--- config.mk ---
export PLATFORM = sky130hd
export DESIGN_NAME = uef_endpoint_fifo
export DESIGN_NICKNAME = d
export VERILOG_FILES = /design/src/uef_pkg.sv /design/src/uef_endpoint_fifo.sv
export SDC_FILE = /design/constraint.sdc
export NUM_CORES = 2
export LEC_CHECK = 0
export BUFFER_PORTS_ARGS = -buffer_cell sky130_fd_sc_hd__buf_4
export CAP_MARGIN = 5
export CORE_AREA = 2 2 774 545
export DETAILED_ROUTE_END_ITERATION = 7
export DIE_AREA = 0 0 776 547
export GPL_TIMING_DRIVEN = 0
export HOLD_SLACK_MARGIN = 0.05
export MAX_ROUTING_LAYER = met4
export SYNTH_ARGS = -nofsm -noshare
export SYNTH_HDL_FRONTEND = slang
export SYNTH_SLANG_ARGS = --single-unit
--- constraint.sdc ---
create_clock -name core_clk -period 9.02 [get_ports core_clk]
set_clock_uncertainty 0.15 [all_clocks]
set_input_delay 0.902 -clock core_clk [delete_from_list [all_inputs] [get_ports core_clk]]
set_output_delay 0.902 -clock core_clk [all_outputs]
set_load 0.02 [all_outputs]
--- src/uef_pkg.sv ---
// package for the endpoint fifo block: register map, field layout, bus carriers
// assumes an axi4-lite master on the register side and one clock for everything
package uef_pkg;
    // fifo sizes (bytes), tx1/tx2/tx3 and rx1/rx2/rx3
    localparam int TX_FIFO_SIZE_0 = 32;
    localparam int TX_FIFO_SIZE_1 = 32;
    localparam int TX_FIFO_SIZE_2 = 64;
    localparam int RX_FIFO_SIZE_0 = 32;
    localparam int RX_FIFO_SIZE_1 = 32;
    localparam int RX_FIFO_SIZE_2 = 64;
    localparam int NUM_FIFO       = 3;
    localparam int PTR_W          = 7;     // 6 position bits plus a wrap bit
    // register byte offsets; per-fifo registers step by 0x10
    localparam logic [7:0] OFS_TX_DATA    = 8'h00;
    localparam logic [7:0] OFS_TX_CMD     = 8'h04;
    localparam logic [7:0] OFS_TX_STATUS  = 8'h08;
    localparam logic [7:0] OFS_RX_DATA    = 8'h30;
    localparam logic [7:0] OFS_RX_CMD     = 8'h34;
    localparam logic [7:0] OFS_RX_STATUS  = 8'h38;
    localparam logic [7:0] OFS_FIFO_STEP  = 8'h10;
    localparam logic [7:0] OFS_WARN_EVENT = 8'h60;
    localparam logic [7:0] OFS_WARN_MASK  = 8'h64;
    // command register fields
    localparam int CMD_THR_LSB   = 0;    // threshold [6:0]
    localparam int CMD_LAST_BIT  = 8;    // tx last-byte flag
    localparam int CMD_FLUSH_BIT = 9;    // write 1 to flush, self-clearing
    // status register fields
    localparam int STA_CNT_LSB   = 0;    // free / available count [6:0]
    localparam int STA_ERR_BIT   = 8;    // underrun or overrun, cleared by write 1
    // warning event layout: tx in [2:0], rx in [6:4]
    localparam int EV_RX_LSB     = 4;
    localparam logic [6:0] THR_RESET = 7'h00;
    localparam logic [1:0] RESP_OKAY   = 2'h0;
    localparam logic [1:0] RESP_SLVERR = 2'h2;

    // axi4-lite slave carriers
    typedef struct packed {
        logic        awvalid;
        logic [7:0]  awaddr;
        logic        wvalid;
        logic [31:0] wdata;
        logic [3:0]  wstrb;
        logic        bready;
        logic        arvalid;
        logic [7:0]  araddr;
        logic        rready;
    } uef_axi_req_t;

    typedef struct packed {
        logic        awready;
        logic        wready;
        logic        bvalid;
        logic [1:0]  bresp;
        logic        arready;
        logic        rvalid;
        logic [31:0] rdata;
        logic [1:0]  rresp;
    } uef_axi_rsp_t;

    // endpoint controller side, one take and one store lane per fifo, one rx byte shared by all
    typedef struct packed {
        logic [NUM_FIFO-1:0] tx_take;      // controller takes a tx byte
        logic [NUM_FIFO-1:0] rx_store;     // controller stores an rx byte
        logic [7:0]          rx_byte;
    } uef_ep_req_t;
endpackage
--- src/uef_endpoint_fifo.sv ---
// endpoint transmit and receive fifos with an axi4-lite register port
// assumes the endpoint controller runs on core_clk and pulses one take/store per byte
// How it works
// - tx fifos let firmware refill while a long packet goes out.
// - tx read pointer steps once per byte taken, wraps at size.
// - tx read pointer never passes the tx write pointer.
// - take from empty tx fifo without last flag flags underrun.
// - tx write pointer steps once per firmware write, wraps at size.
// - firmware write into full tx fifo is dropped untouched.
// - tx warning set while tx level is at or below threshold.
// - tx status shows free bytes, size minus level.
// - rx fifos let firmware drain while a long packet comes in.
// - rx read pointer steps per firmware read, wraps, never passes write.
// - read from empty rx fifo repeats last byte, pointer held.
// - rx write pointer steps per byte stored, wraps at size.
// - store into full rx fifo flags overrun.
// - rx warning set while free space is at or below threshold.
// - rx status shows bytes available, size minus level.
// - flush resets both pointers of that fifo.
// - depths are 32, 32 and 64 bytes per direction.
module uef_endpoint_fifo (
    input  wire logic                  core_clk,
    input  wire logic                  rst_b,
    input  wire uef_pkg::uef_axi_req_t axi_req,
    output uef_pkg::uef_axi_rsp_t      axi_rsp,
    input  wire uef_pkg::uef_ep_req_t  ep_req,
    output logic [3*8-1:0]             tx_byte,
    output logic [2:0]                 tx_empty,
    output logic [2:0]                 rx_full,
    output logic                       irq
);
    import uef_pkg::*;

    localparam int SIZES_TX [3] = '{TX_FIFO_SIZE_0, TX_FIFO_SIZE_1, TX_FIFO_SIZE_2};
    localparam int SIZES_RX [3] = '{RX_FIFO_SIZE_0, RX_FIFO_SIZE_1, RX_FIFO_SIZE_2};

    // advance a wrap-bit pointer; position wraps at size, wrap bit toggles
    function automatic logic [PTR_W-1:0] ptr_inc(input logic [PTR_W-1:0] p, input int size);
        logic [PTR_W-2:0] pos;
        pos = p[PTR_W-2:0];
        if (int'(pos) == size - 1)
            ptr_inc = {~p[PTR_W-1], {(PTR_W-1){1'b0}}};
        else
            ptr_inc = {p[PTR_W-1], pos + (PTR_W-1)'(1)};
    endfunction

    // bytes held between two wrap-bit pointers
    function automatic logic [PTR_W-1:0] ptr_level(input logic [PTR_W-1:0] w,
                                                    input logic [PTR_W-1:0] r, input int size);
        logic [PTR_W-1:0] d;
        d = {1'b0, w[PTR_W-2:0]} - {1'b0, r[PTR_W-2:0]};
        if (w[PTR_W-1] != r[PTR_W-1])
            ptr_level = d + PTR_W'(size);
        else
            ptr_level = d;
    endfunction

    logic [7:0]       tx_mem_0 [TX_FIFO_SIZE_0];
    logic [7:0]       tx_mem_1 [TX_FIFO_SIZE_1];
    logic [7:0]       tx_mem_2 [TX_FIFO_SIZE_2];
    logic [7:0]       rx_mem_0 [RX_FIFO_SIZE_0];
    logic [7:0]       rx_mem_1 [RX_FIFO_SIZE_1];
    logic [7:0]       rx_mem_2 [RX_FIFO_SIZE_2];
    logic [PTR_W-1:0] tx_read_ptr_reg  [3];
    logic [PTR_W-1:0] tx_write_ptr_reg [3];
    logic [PTR_W-1:0] rx_read_ptr_reg  [3];
    logic [PTR_W-1:0] rx_write_ptr_reg [3];
    logic [6:0]       tx_warning_threshold_reg [3];
    logic [6:0]       rx_warning_threshold_reg [3];
    logic [2:0]       tx_last_reg;
    logic [2:0]       tx_underrun_reg;
    logic [2:0]       rx_overrun_reg;
    logic [6:0]       warn_event_reg;
    logic [6:0]       warn_mask_reg;
    logic [7:0]       rx_last_byte_reg [3];
    logic [PTR_W-1:0] tx_level [3];
    logic [PTR_W-1:0] tx_free_count [3];
    logic [PTR_W-1:0] rx_avail_count [3];
    logic [PTR_W-1:0] rx_level [3];
    logic [2:0]       tx_warning_flag;
    logic [2:0]       rx_warning_flag;
    logic [2:0]       tx_is_full;
    logic [2:0]       rx_is_empty;
    logic [PTR_W-1:0] tx_show_ptr [3];

    // axi write and read channel state
    logic             aw_held_reg;
    logic             w_held_reg;
    logic [7:0]       aw_addr_reg;
    logic [31:0]      w_data_reg;
    logic [3:0]       w_strb_reg;
    logic             bvalid_reg;
    logic [1:0]       bresp_reg;
    logic             rvalid_reg;
    logic [31:0]      rdata_reg;
    logic [1:0]       rresp_reg;
    logic             wr_fire;
    logic             rd_fire;
    logic [2:0]       wr_tx_data;
    logic [2:0]       wr_tx_cmd;
    logic [2:0]       wr_tx_sta;
    logic [2:0]       wr_rx_cmd;
    logic [2:0]       wr_rx_sta;
    logic [2:0]       rd_rx_data;
    logic [2:0]       tx_flush;
    logic [2:0]       rx_flush;
    logic             rd_event;
    logic [2:0]       tx_take_ok;
    logic [2:0]       rx_store_ok;

    // levels and counts per fifo
    always_comb begin
        for (int i = 0; i < 3; i++) begin
            tx_level[i]       = ptr_level(tx_write_ptr_reg[i], tx_read_ptr_reg[i], SIZES_TX[i]);
            tx_free_count[i]  = PTR_W'(SIZES_TX[i]) - tx_level[i];
            rx_avail_count[i] = ptr_level(rx_write_ptr_reg[i], rx_read_ptr_reg[i], SIZES_RX[i]);
            rx_level[i]       = PTR_W'(SIZES_RX[i]) - rx_avail_count[i];
            tx_warning_flag[i] = tx_level[i] <= {1'b0, tx_warning_threshold_reg[i][5:0]} ||
                                 (tx_warning_threshold_reg[i][6] && tx_level[i] <= PTR_W'(64));
            rx_warning_flag[i] = rx_level[i] <= tx_pad(rx_warning_threshold_reg[i]);
            tx_is_full[i]  = tx_level[i] == PTR_W'(SIZES_TX[i]);
            rx_is_empty[i] = rx_write_ptr_reg[i] == rx_read_ptr_reg[i];
            tx_empty[i]    = tx_write_ptr_reg[i] == tx_read_ptr_reg[i];
            rx_full[i]     = rx_level[i] == '0;
            tx_take_ok[i]  = ep_req.tx_take[i] && !tx_empty[i];
            rx_store_ok[i] = ep_req.rx_store[i] && !rx_full[i];
            // byte the controller sees next; a flush points it back at slot zero at once
            tx_show_ptr[i] = tx_take_ok[i] ? ptr_inc(tx_read_ptr_reg[i], SIZES_TX[i]) : tx_read_ptr_reg[i];
            if (tx_flush[i])
                tx_show_ptr[i] = '0;
        end
    end

    function automatic logic [PTR_W-1:0] tx_pad(input logic [6:0] t);
        tx_pad = t;
    endfunction

    // axi-lite handshakes: address and data taken in either order
    assign wr_fire = (aw_held_reg || axi_req.awvalid) && (w_held_reg || axi_req.wvalid) && !bvalid_reg;
    assign rd_fire = axi_req.arvalid && !rvalid_reg;
    assign axi_rsp.awready = !aw_held_reg && !bvalid_reg;
    assign axi_rsp.wready  = !w_held_reg && !bvalid_reg;
    assign axi_rsp.arready = !rvalid_reg;
    assign axi_rsp.bvalid  = bvalid_reg;
    assign axi_rsp.bresp   = bresp_reg;
    assign axi_rsp.rvalid  = rvalid_reg;
    assign axi_rsp.rdata   = rdata_reg;
    assign axi_rsp.rresp   = rresp_reg;

    logic [7:0]  wa;
    logic [31:0] wd;
    logic        wlane0;
    logic        wlane1;
    assign wa     = aw_held_reg ? aw_addr_reg : axi_req.awaddr;
    assign wd     = w_held_reg ? w_data_reg : axi_req.wdata;
    assign wlane0 = w_held_reg ? w_strb_reg[0] : axi_req.wstrb[0];
    assign wlane1 = w_held_reg ? w_strb_reg[1] : axi_req.wstrb[1];

    // write and rx data read address decode per fifo
    always_comb begin
        for (int i = 0; i < 3; i++) begin
            wr_tx_data[i] = wr_fire && wlane0 && wa == OFS_TX_DATA + 8'(i) * OFS_FIFO_STEP;
            wr_tx_cmd[i]  = wr_fire && wa == OFS_TX_CMD + 8'(i) * OFS_FIFO_STEP;
            wr_tx_sta[i]  = wr_fire && wlane1 && wa == OFS_TX_STATUS + 8'(i) * OFS_FIFO_STEP;
            wr_rx_cmd[i]  = wr_fire && wa == OFS_RX_CMD + 8'(i) * OFS_FIFO_STEP;
            wr_rx_sta[i]  = wr_fire && wlane1 && wa == OFS_RX_STATUS + 8'(i) * OFS_FIFO_STEP;
            rd_rx_data[i] = rd_fire && axi_req.araddr == OFS_RX_DATA + 8'(i) * OFS_FIFO_STEP;
            tx_flush[i]   = wr_tx_cmd[i] && wlane1 && wd[CMD_FLUSH_BIT];
            rx_flush[i]   = wr_rx_cmd[i] && wlane1 && wd[CMD_FLUSH_BIT];
        end
    end
    assign rd_event = rd_fire && axi_req.araddr == OFS_WARN_EVENT;

    // write channel holding and response
    always_ff @(posedge core_clk or negedge rst_b) begin
        if (!rst_b) begin
            aw_held_reg <= 1'b0;
            w_held_reg  <= 1'b0;
            aw_addr_reg <= 8'h00;
            w_data_reg  <= 32'h0000_0000;
            w_strb_reg  <= 4'h0;
            bvalid_reg  <= 1'b0;
            bresp_reg   <= RESP_OKAY;
        end else begin
            if (wr_fire) begin
                aw_held_reg <= 1'b0;
                w_held_reg  <= 1'b0;
                bvalid_reg  <= 1'b1;
                bresp_reg   <= (wa > OFS_WARN_MASK || wa[1:0] != 2'h0) ? RESP_SLVERR : RESP_OKAY;
            end else begin
                if (axi_req.awvalid && axi_rsp.awready) begin
                    aw_held_reg <= 1'b1;
                    aw_addr_reg <= axi_req.awaddr;
                end
                if (axi_req.wvalid && axi_rsp.wready) begin
                    w_held_reg <= 1'b1;
                    w_data_reg <= axi_req.wdata;
                    w_strb_reg <= axi_req.wstrb;
                end
                if (bvalid_reg && axi_req.bready)
                    bvalid_reg <= 1'b0;
            end
        end
    end

    // read channel: one cycle after arvalid the data is presented
    always_ff @(posedge core_clk or negedge rst_b) begin
        if (!rst_b) begin
            rvalid_reg <= 1'b0;
            rdata_reg  <= 32'h0000_0000;
            rresp_reg  <= RESP_OKAY;
        end else if (rd_fire) begin
            rvalid_reg <= 1'b1;
            rresp_reg  <= RESP_OKAY;
            rdata_reg  <= 32'h0000_0000;
            for (int i = 0; i < 3; i++) begin
                if (axi_req.araddr == OFS_TX_CMD + 8'(i) * OFS_FIFO_STEP)
                    rdata_reg <= {23'h0, tx_last_reg[i], 1'b0, tx_warning_threshold_reg[i]};
                if (axi_req.araddr == OFS_TX_STATUS + 8'(i) * OFS_FIFO_STEP)
                    rdata_reg <= {23'h0, tx_underrun_reg[i], 1'b0, tx_free_count[i]};
                if (axi_req.araddr == OFS_RX_CMD + 8'(i) * OFS_FIFO_STEP)
                    rdata_reg <= {25'h0, rx_warning_threshold_reg[i]};
                if (axi_req.araddr == OFS_RX_STATUS + 8'(i) * OFS_FIFO_STEP)
                    rdata_reg <= {23'h0, rx_overrun_reg[i], 1'b0, rx_avail_count[i]};
                if (rd_rx_data[i])
                    rdata_reg <= rx_is_empty[i] ? {24'h0, rx_last_byte_reg[i]} : {24'h0, rx_peek(i)};
            end
            if (axi_req.araddr == OFS_WARN_EVENT)
                rdata_reg <= {25'h0, warn_event_reg};
            else if (axi_req.araddr == OFS_WARN_MASK)
                rdata_reg <= {25'h0, warn_mask_reg};
            if (axi_req.araddr > OFS_WARN_MASK || axi_req.araddr[1:0] != 2'h0)
                rresp_reg <= RESP_SLVERR;
        end else if (rvalid_reg && axi_req.rready) begin
            rvalid_reg <= 1'b0;
        end
    end

    function automatic logic [7:0] rx_peek(input int i);
        case (i)
            0:       rx_peek = rx_mem_0[rx_read_ptr_reg[0][4:0]];
            1:       rx_peek = rx_mem_1[rx_read_ptr_reg[1][4:0]];
            default: rx_peek = rx_mem_2[rx_read_ptr_reg[2][5:0]];
        endcase
    endfunction

    // pointer updates; flush wins over any step in the same cycle
    always_ff @(posedge core_clk or negedge rst_b) begin
        if (!rst_b) begin
            for (int i = 0; i < 3; i++) begin
                tx_read_ptr_reg[i]  <= '0;
                tx_write_ptr_reg[i] <= '0;
                rx_read_ptr_reg[i]  <= '0;
                rx_write_ptr_reg[i] <= '0;
                rx_last_byte_reg[i] <= 8'h00;
            end
        end else begin
            for (int i = 0; i < 3; i++) begin
                if (tx_flush[i]) begin
                    tx_read_ptr_reg[i]  <= '0;
                    tx_write_ptr_reg[i] <= '0;
                end else begin
                    if (tx_take_ok[i])
                        tx_read_ptr_reg[i] <= ptr_inc(tx_read_ptr_reg[i], SIZES_TX[i]);
                    if (wr_tx_data[i] && !tx_is_full[i])
                        tx_write_ptr_reg[i] <= ptr_inc(tx_write_ptr_reg[i], SIZES_TX[i]);
                end
                if (rx_flush[i]) begin
                    rx_read_ptr_reg[i]  <= '0;
                    rx_write_ptr_reg[i] <= '0;
                end else begin
                    if (rd_rx_data[i] && !rx_is_empty[i]) begin
                        rx_read_ptr_reg[i]  <= ptr_inc(rx_read_ptr_reg[i], SIZES_RX[i]);
                        rx_last_byte_reg[i] <= rx_peek(i);
                    end
                    if (rx_store_ok[i])
                        rx_write_ptr_reg[i] <= ptr_inc(rx_write_ptr_reg[i], SIZES_RX[i]);
                end
            end
        end
    end

    // byte storage, no reset needed for data arrays
    always_ff @(posedge core_clk) begin
        if (wr_tx_data[0] && !tx_is_full[0]) tx_mem_0[tx_write_ptr_reg[0][4:0]] <= wd[7:0];
        if (wr_tx_data[1] && !tx_is_full[1]) tx_mem_1[tx_write_ptr_reg[1][4:0]] <= wd[7:0];
        if (wr_tx_data[2] && !tx_is_full[2]) tx_mem_2[tx_write_ptr_reg[2][5:0]] <= wd[7:0];
        if (rx_store_ok[0]) rx_mem_0[rx_write_ptr_reg[0][4:0]] <= ep_req.rx_byte;
        if (rx_store_ok[1]) rx_mem_1[rx_write_ptr_reg[1][4:0]] <= ep_req.rx_byte;
        if (rx_store_ok[2]) rx_mem_2[rx_write_ptr_reg[2][5:0]] <= ep_req.rx_byte;
    end

    // byte presented to the controller; data output from flops
    always_ff @(posedge core_clk or negedge rst_b) begin
        if (!rst_b)
            tx_byte <= 24'h00_0000;
        else begin
            tx_byte[7:0]   <= tx_mem_0[tx_show_ptr[0][4:0]];
            tx_byte[15:8]  <= tx_mem_1[tx_show_ptr[1][4:0]];
            tx_byte[23:16] <= tx_mem_2[tx_show_ptr[2][5:0]];
        end
    end

    // command registers: thresholds, last flag, sticky error flags
    always_ff @(posedge core_clk or negedge rst_b) begin
        if (!rst_b) begin
            for (int i = 0; i < 3; i++) begin
                tx_warning_threshold_reg[i] <= THR_RESET;
                rx_warning_threshold_reg[i] <= THR_RESET;
            end
            tx_last_reg     <= 3'h0;
            tx_underrun_reg <= 3'h0;
            rx_overrun_reg  <= 3'h0;
            warn_mask_reg   <= 7'h00;
        end else begin
            for (int i = 0; i < 3; i++) begin
                if (wr_tx_cmd[i] && wlane0) tx_warning_threshold_reg[i] <= wd[6:0];
                if (wr_rx_cmd[i] && wlane0) rx_warning_threshold_reg[i] <= wd[6:0];
                if (wr_tx_cmd[i] && wlane1) tx_last_reg[i] <= wd[CMD_LAST_BIT];
                // set wins over the clear so no event is lost
                if (ep_req.tx_take[i] && tx_empty[i] && !tx_last_reg[i])
                    tx_underrun_reg[i] <= 1'b1;
                else if (wr_tx_sta[i] && wd[STA_ERR_BIT])
                    tx_underrun_reg[i] <= 1'b0;
                if (ep_req.rx_store[i] && rx_full[i])
                    rx_overrun_reg[i] <= 1'b1;
                else if (wr_rx_sta[i] && wd[STA_ERR_BIT])
                    rx_overrun_reg[i] <= 1'b0;
            end
            if (wr_fire && wlane0 && wa == OFS_WARN_MASK)
                warn_mask_reg <= wd[6:0];
        end
    end

    // warning events: sticky, cleared by reading the event register
    always_ff @(posedge core_clk or negedge rst_b) begin
        if (!rst_b)
            warn_event_reg <= 7'h00;
        else
            warn_event_reg <= (rd_event ? 7'h00 : warn_event_reg) |
                              {rx_warning_flag, 1'b0, tx_warning_flag};
    end

    assign irq = |(warn_event_reg & warn_mask_reg);

    // checks
    a_tx_ptr_step: assert property (@(posedge core_clk) disable iff (!rst_b)
        tx_take_ok[0] && !tx_flush[0] |=> tx_read_ptr_reg[0] == ptr_inc($past(tx_read_ptr_reg[0]), 32))
        else $error("tx read pointer did not step");
    a_tx_no_pass: assert property (@(posedge core_clk) disable iff (!rst_b)
        tx_level[2] <= PTR_W'(64) && tx_level[0] <= PTR_W'(32))
        else $error("tx level out of range");
    a_tx_underrun: assert property (@(posedge core_clk) disable iff (!rst_b)
        ep_req.tx_take[0] && tx_empty[0] && !tx_last_reg[0] |=> tx_underrun_reg[0])
        else $error("underrun not latched");
    a_tx_full_drop: assert property (@(posedge core_clk) disable iff (!rst_b)
        wr_tx_data[0] && tx_is_full[0] && !tx_take_ok[0] && !tx_flush[0] |=> $stable(tx_write_ptr_reg[0]))
        else $error("write into full fifo moved pointer");
    a_tx_free_cnt: assert property (@(posedge core_clk) disable iff (!rst_b)
        tx_empty[0] |-> tx_free_count[0] == PTR_W'(TX_FIFO_SIZE_0))
        else $error("tx free count wrong");
    a_rx_empty_hold: assert property (@(posedge core_clk) disable iff (!rst_b)
        rd_rx_data[2] && rx_is_empty[2] && !rx_flush[2] |=> $stable(rx_read_ptr_reg[2]))
        else $error("empty read moved pointer");
    a_rx_overrun: assert property (@(posedge core_clk) disable iff (!rst_b)
        ep_req.rx_store[2] && rx_full[2] |=> rx_overrun_reg[2])
        else $error("overrun not latched");
    a_flush_ptrs: assert property (@(posedge core_clk) disable iff (!rst_b)
        rx_flush[2] |=> rx_avail_count[2] == '0 && rx_read_ptr_reg[2] == '0)
        else $error("flush left data");
    a_rx_warn_set: assert property (@(posedge core_clk) disable iff (!rst_b)
        rx_warning_flag[2] && !rd_event |=> warn_event_reg[EV_RX_LSB + 2])
        else $error("rx warning not set");
endmodule

==> reports/results.txt <==
# setup viols final - 0
DRT antenna net count - 0
Drt wl/cell - 22.62 µm
Aggregate global routing overflow - 0
Buffers added on ports - 93
PwrDens - 292.9 nW/µm²
Register area share after synthesis - 70.38%
Fin. Hold Viols - 0
EDFF count, synth - 2048
Period utilisation layout - 80.55%
Largest net degree at the start of global routing - 129
Routed vias - 57810
Reg area - 67280 µm²
Status - finished clean
H-tree lvl count - 4
Post-Route WL - 275.5 mm
CP dominant cell by count - inv_1
Fraction of registers with async set/reset - 10.14%
CTS root buf - clkbuf_16
Min-Delay Path Class - in -> reg
First-pass GRT wire length - 393.4 mm
Initial core utilization - 22.89%
Most used flip-flop cell after synthesis - edfxtp_1
Min Clock Period, post-route - 7265 ps
DIE HEIGHT - 547 µm
Initial antenna violation count - 19
Crit path largest cell delay - 890 ps
Vias in the first global route - 55350
CORE AREA - 417600 µm²
Cell area after layout - 111300 µm²
Final Util - 26.65%
WHS - 125.9 ps
First-pass DRT Iterations - 6
P_leak - 0.03656 µW
Die area - 424500 µm²
Data required, critical path - 7970 ps
WS Path Type - reg -> out
Layout filler cell count - 41700
Slew Viols, Final - 0
Cell Rows - 199
Number of vias per cell - 4.748
R2R Path End - rx_mem_2[8][2]
R2r worst-path depth - 14
Commonest non-fill, non-tap cell in the layout - edfxtp_1
Routability-driven placement congestion ratio - 0.9179
CTS tree - done
Fraction of layout cells with a size suffix above 1 - 16.58%
# nets final - 6653
Relative slew slack - 9.944%
CTS max path bufs - 4
RSZ-0062 raised after global routing - no
Ys Warns - 0
Total CTS buffers - 220
Worst vdd ir - 0.2300 mV
R2R setup slack - 1870 ps
Worst flop-to-flop path startpoint - rx_read_ptr_reg[2]
Drt drc - 0
Post-DP HPWL - 188.0 mm
Crit path launch - rx_read_ptr_reg[2]
CP Launch Type - register
Setup TNS - 0 ps
Crit path cell chain - clkbuf_1 -> buf_1 -> inv_1 -> ha_1 -> xnor2_1 -> and3_1 -> inv_1 -> a211oi_1 -> or3b_1 -> a21o_2 -> inv_1 -> buf_4
Worst-Margin Slew - 1313 ps
Slowest cell on the critical path - buf_1
Post-CTS Resized - 0
Post-Synthesis Cell Area - 95590 µm²
IO Count - 145
Hold path cells - 2
Critical-path maximum fanout - 10
Multi-input gate area - 26300 µm²
Max-Cap Viols - 0
CP Capture Type - primary output
Commonest cells after routing, fill and taps aside - edfxtp_1, nand2_1, mux4_2
Synthesized area per cell - 15.66 µm²
First DRT Iteration DRCs - 7924
Crit path DAT - 6210 ps
Placed cell areas - 103700 µm²
Reg clk slew, reported paths - 70 ps
Total GRT Usage - 12.80%
Crit path to - rx_full[2]
Die X-Extent - 776 µm
Unique masters post-synth - 103
FF+latch count, synth - 2279
Clk_lat worst skew - 940 ps
Clk sinks - 2279
Area growth syn-to-layout - 16.39%
Max Freq - 137.6 MHz
Synth Instances - 6103
[worst max-delay path, delay by kind of cell (launching register included)]
kind	cells	cell delay [ps]
flops	1	570
xor+xnor	1	460
buf+inv	6	2580
simple gates	2	650
compound gates	2	550
fa+ha+maj	1	450
[per-stage QoR]
stage / power, µW / worst slack [ps] / std cells
2_1_floorplan: 19140 / 4275 / 6127
3_3_place_gp: 23080 / 2057 / 11750
3_5_place_dp: 23190 / 2119 / 11760
4_1_cts: 32610 / 1760 / 12160
5_1_grt: 33890 / 1696 / 12180
6_report: 32590 / 1755 / 12180
[layer usage]
metal	share of wire [%]	track usage [%]
met2	43	17.94
met3	11	2.639
met1	44	18.55
met4	3.0	3.760
met5	0	-
[cells in the mapped netlist, types with 40 or more instances]
library cell     n  area (µm²)
a211oi_1        85       638.1
xnor2_1         60       525.5
mux4_2         386        8693
and3_1         119       744.5
ha_1           105        1314
dfrtp_1        231        5781
buf_1           40       150.1
nor2_1         364        1366
nand2_1        790        2965
buf_2          111       555.5
a311oi_1        56       490.5
nand3_1        161       805.8
mux2i_1         88       880.8
nor3_1          73       365.4
clkbuf_1       133       499.2
inv_1          131       491.7
o21ai_0        125       625.6
buf_4           46       345.3
edfxtp_1      2048       61500
a21oi_1        238        1191
a22oi_1         46       345.3
[report_power, final]
| part | switching (µW) | total (µW) | internal, µW | leakage (µW) |
|---|---|---|---|---|
| Sequential | 312 | 12800 | 12500 | 0.0213 |
| Clock | 4030 | 9460 | 5420 | 0.00354 |
| Combinational | 7060 | 10300 | 3240 | 0.0118 |
| Total | 11400 | 32600 | 21200 | 0.0366 |
[how the worst min path moves through the flow]
stage,slack (ps),end,from
after floorplan,290,rx_last_byte_reg[11],rx_last_byte_reg[11]
after global placement,310,rx_last_byte_reg[12],rx_last_byte_reg[12]
after detailed placement,330,rx_last_byte_reg[12],rx_last_byte_reg[12]
after CTS,70,aw_addr_reg[5],axi_req[53]
after global routing,100,aw_addr_reg[5],axi_req[53]
final,130,aw_addr_reg[5],axi_req[53]
[logic make-up (layout without fill, tap and decap cells)]
kind of cell | count (synthesis) | after routing | synth area share, %
compound gates | 808 | 808 | 5.679
buf+inv | 476 | 990 | 2.234
simple gates | 1822 | 1822 | 8.839
flops | 2279 | 2279 | 70.38
mux | 513 | 513 | 10.49
fa+ha+maj | 115 | 115 | 1.542
xor+xnor | 89 | 89 | 0.8311
other cells | 1 | 32 | 0.003923
[timing repair]
action | 4_1_cts | 5_1_grt
setup buffers | 0 | 0
hold endpoints to repair | 80 | 0
hold buffers | 3 | 0
[final cells by class]
class,instances,share of cell area [%]
antenna,7,0.01574
inverter,141,0.5072
buffer,335,1.444
clock inverter,127,1.272
multi-input combinational,3372,23.64
timing repair buffer,120,1.164
clock buffer,267,5.273
sequential,2279,60.47
tap,5527,6.215
No activity file was read; power rests on OpenSTA's default activity.
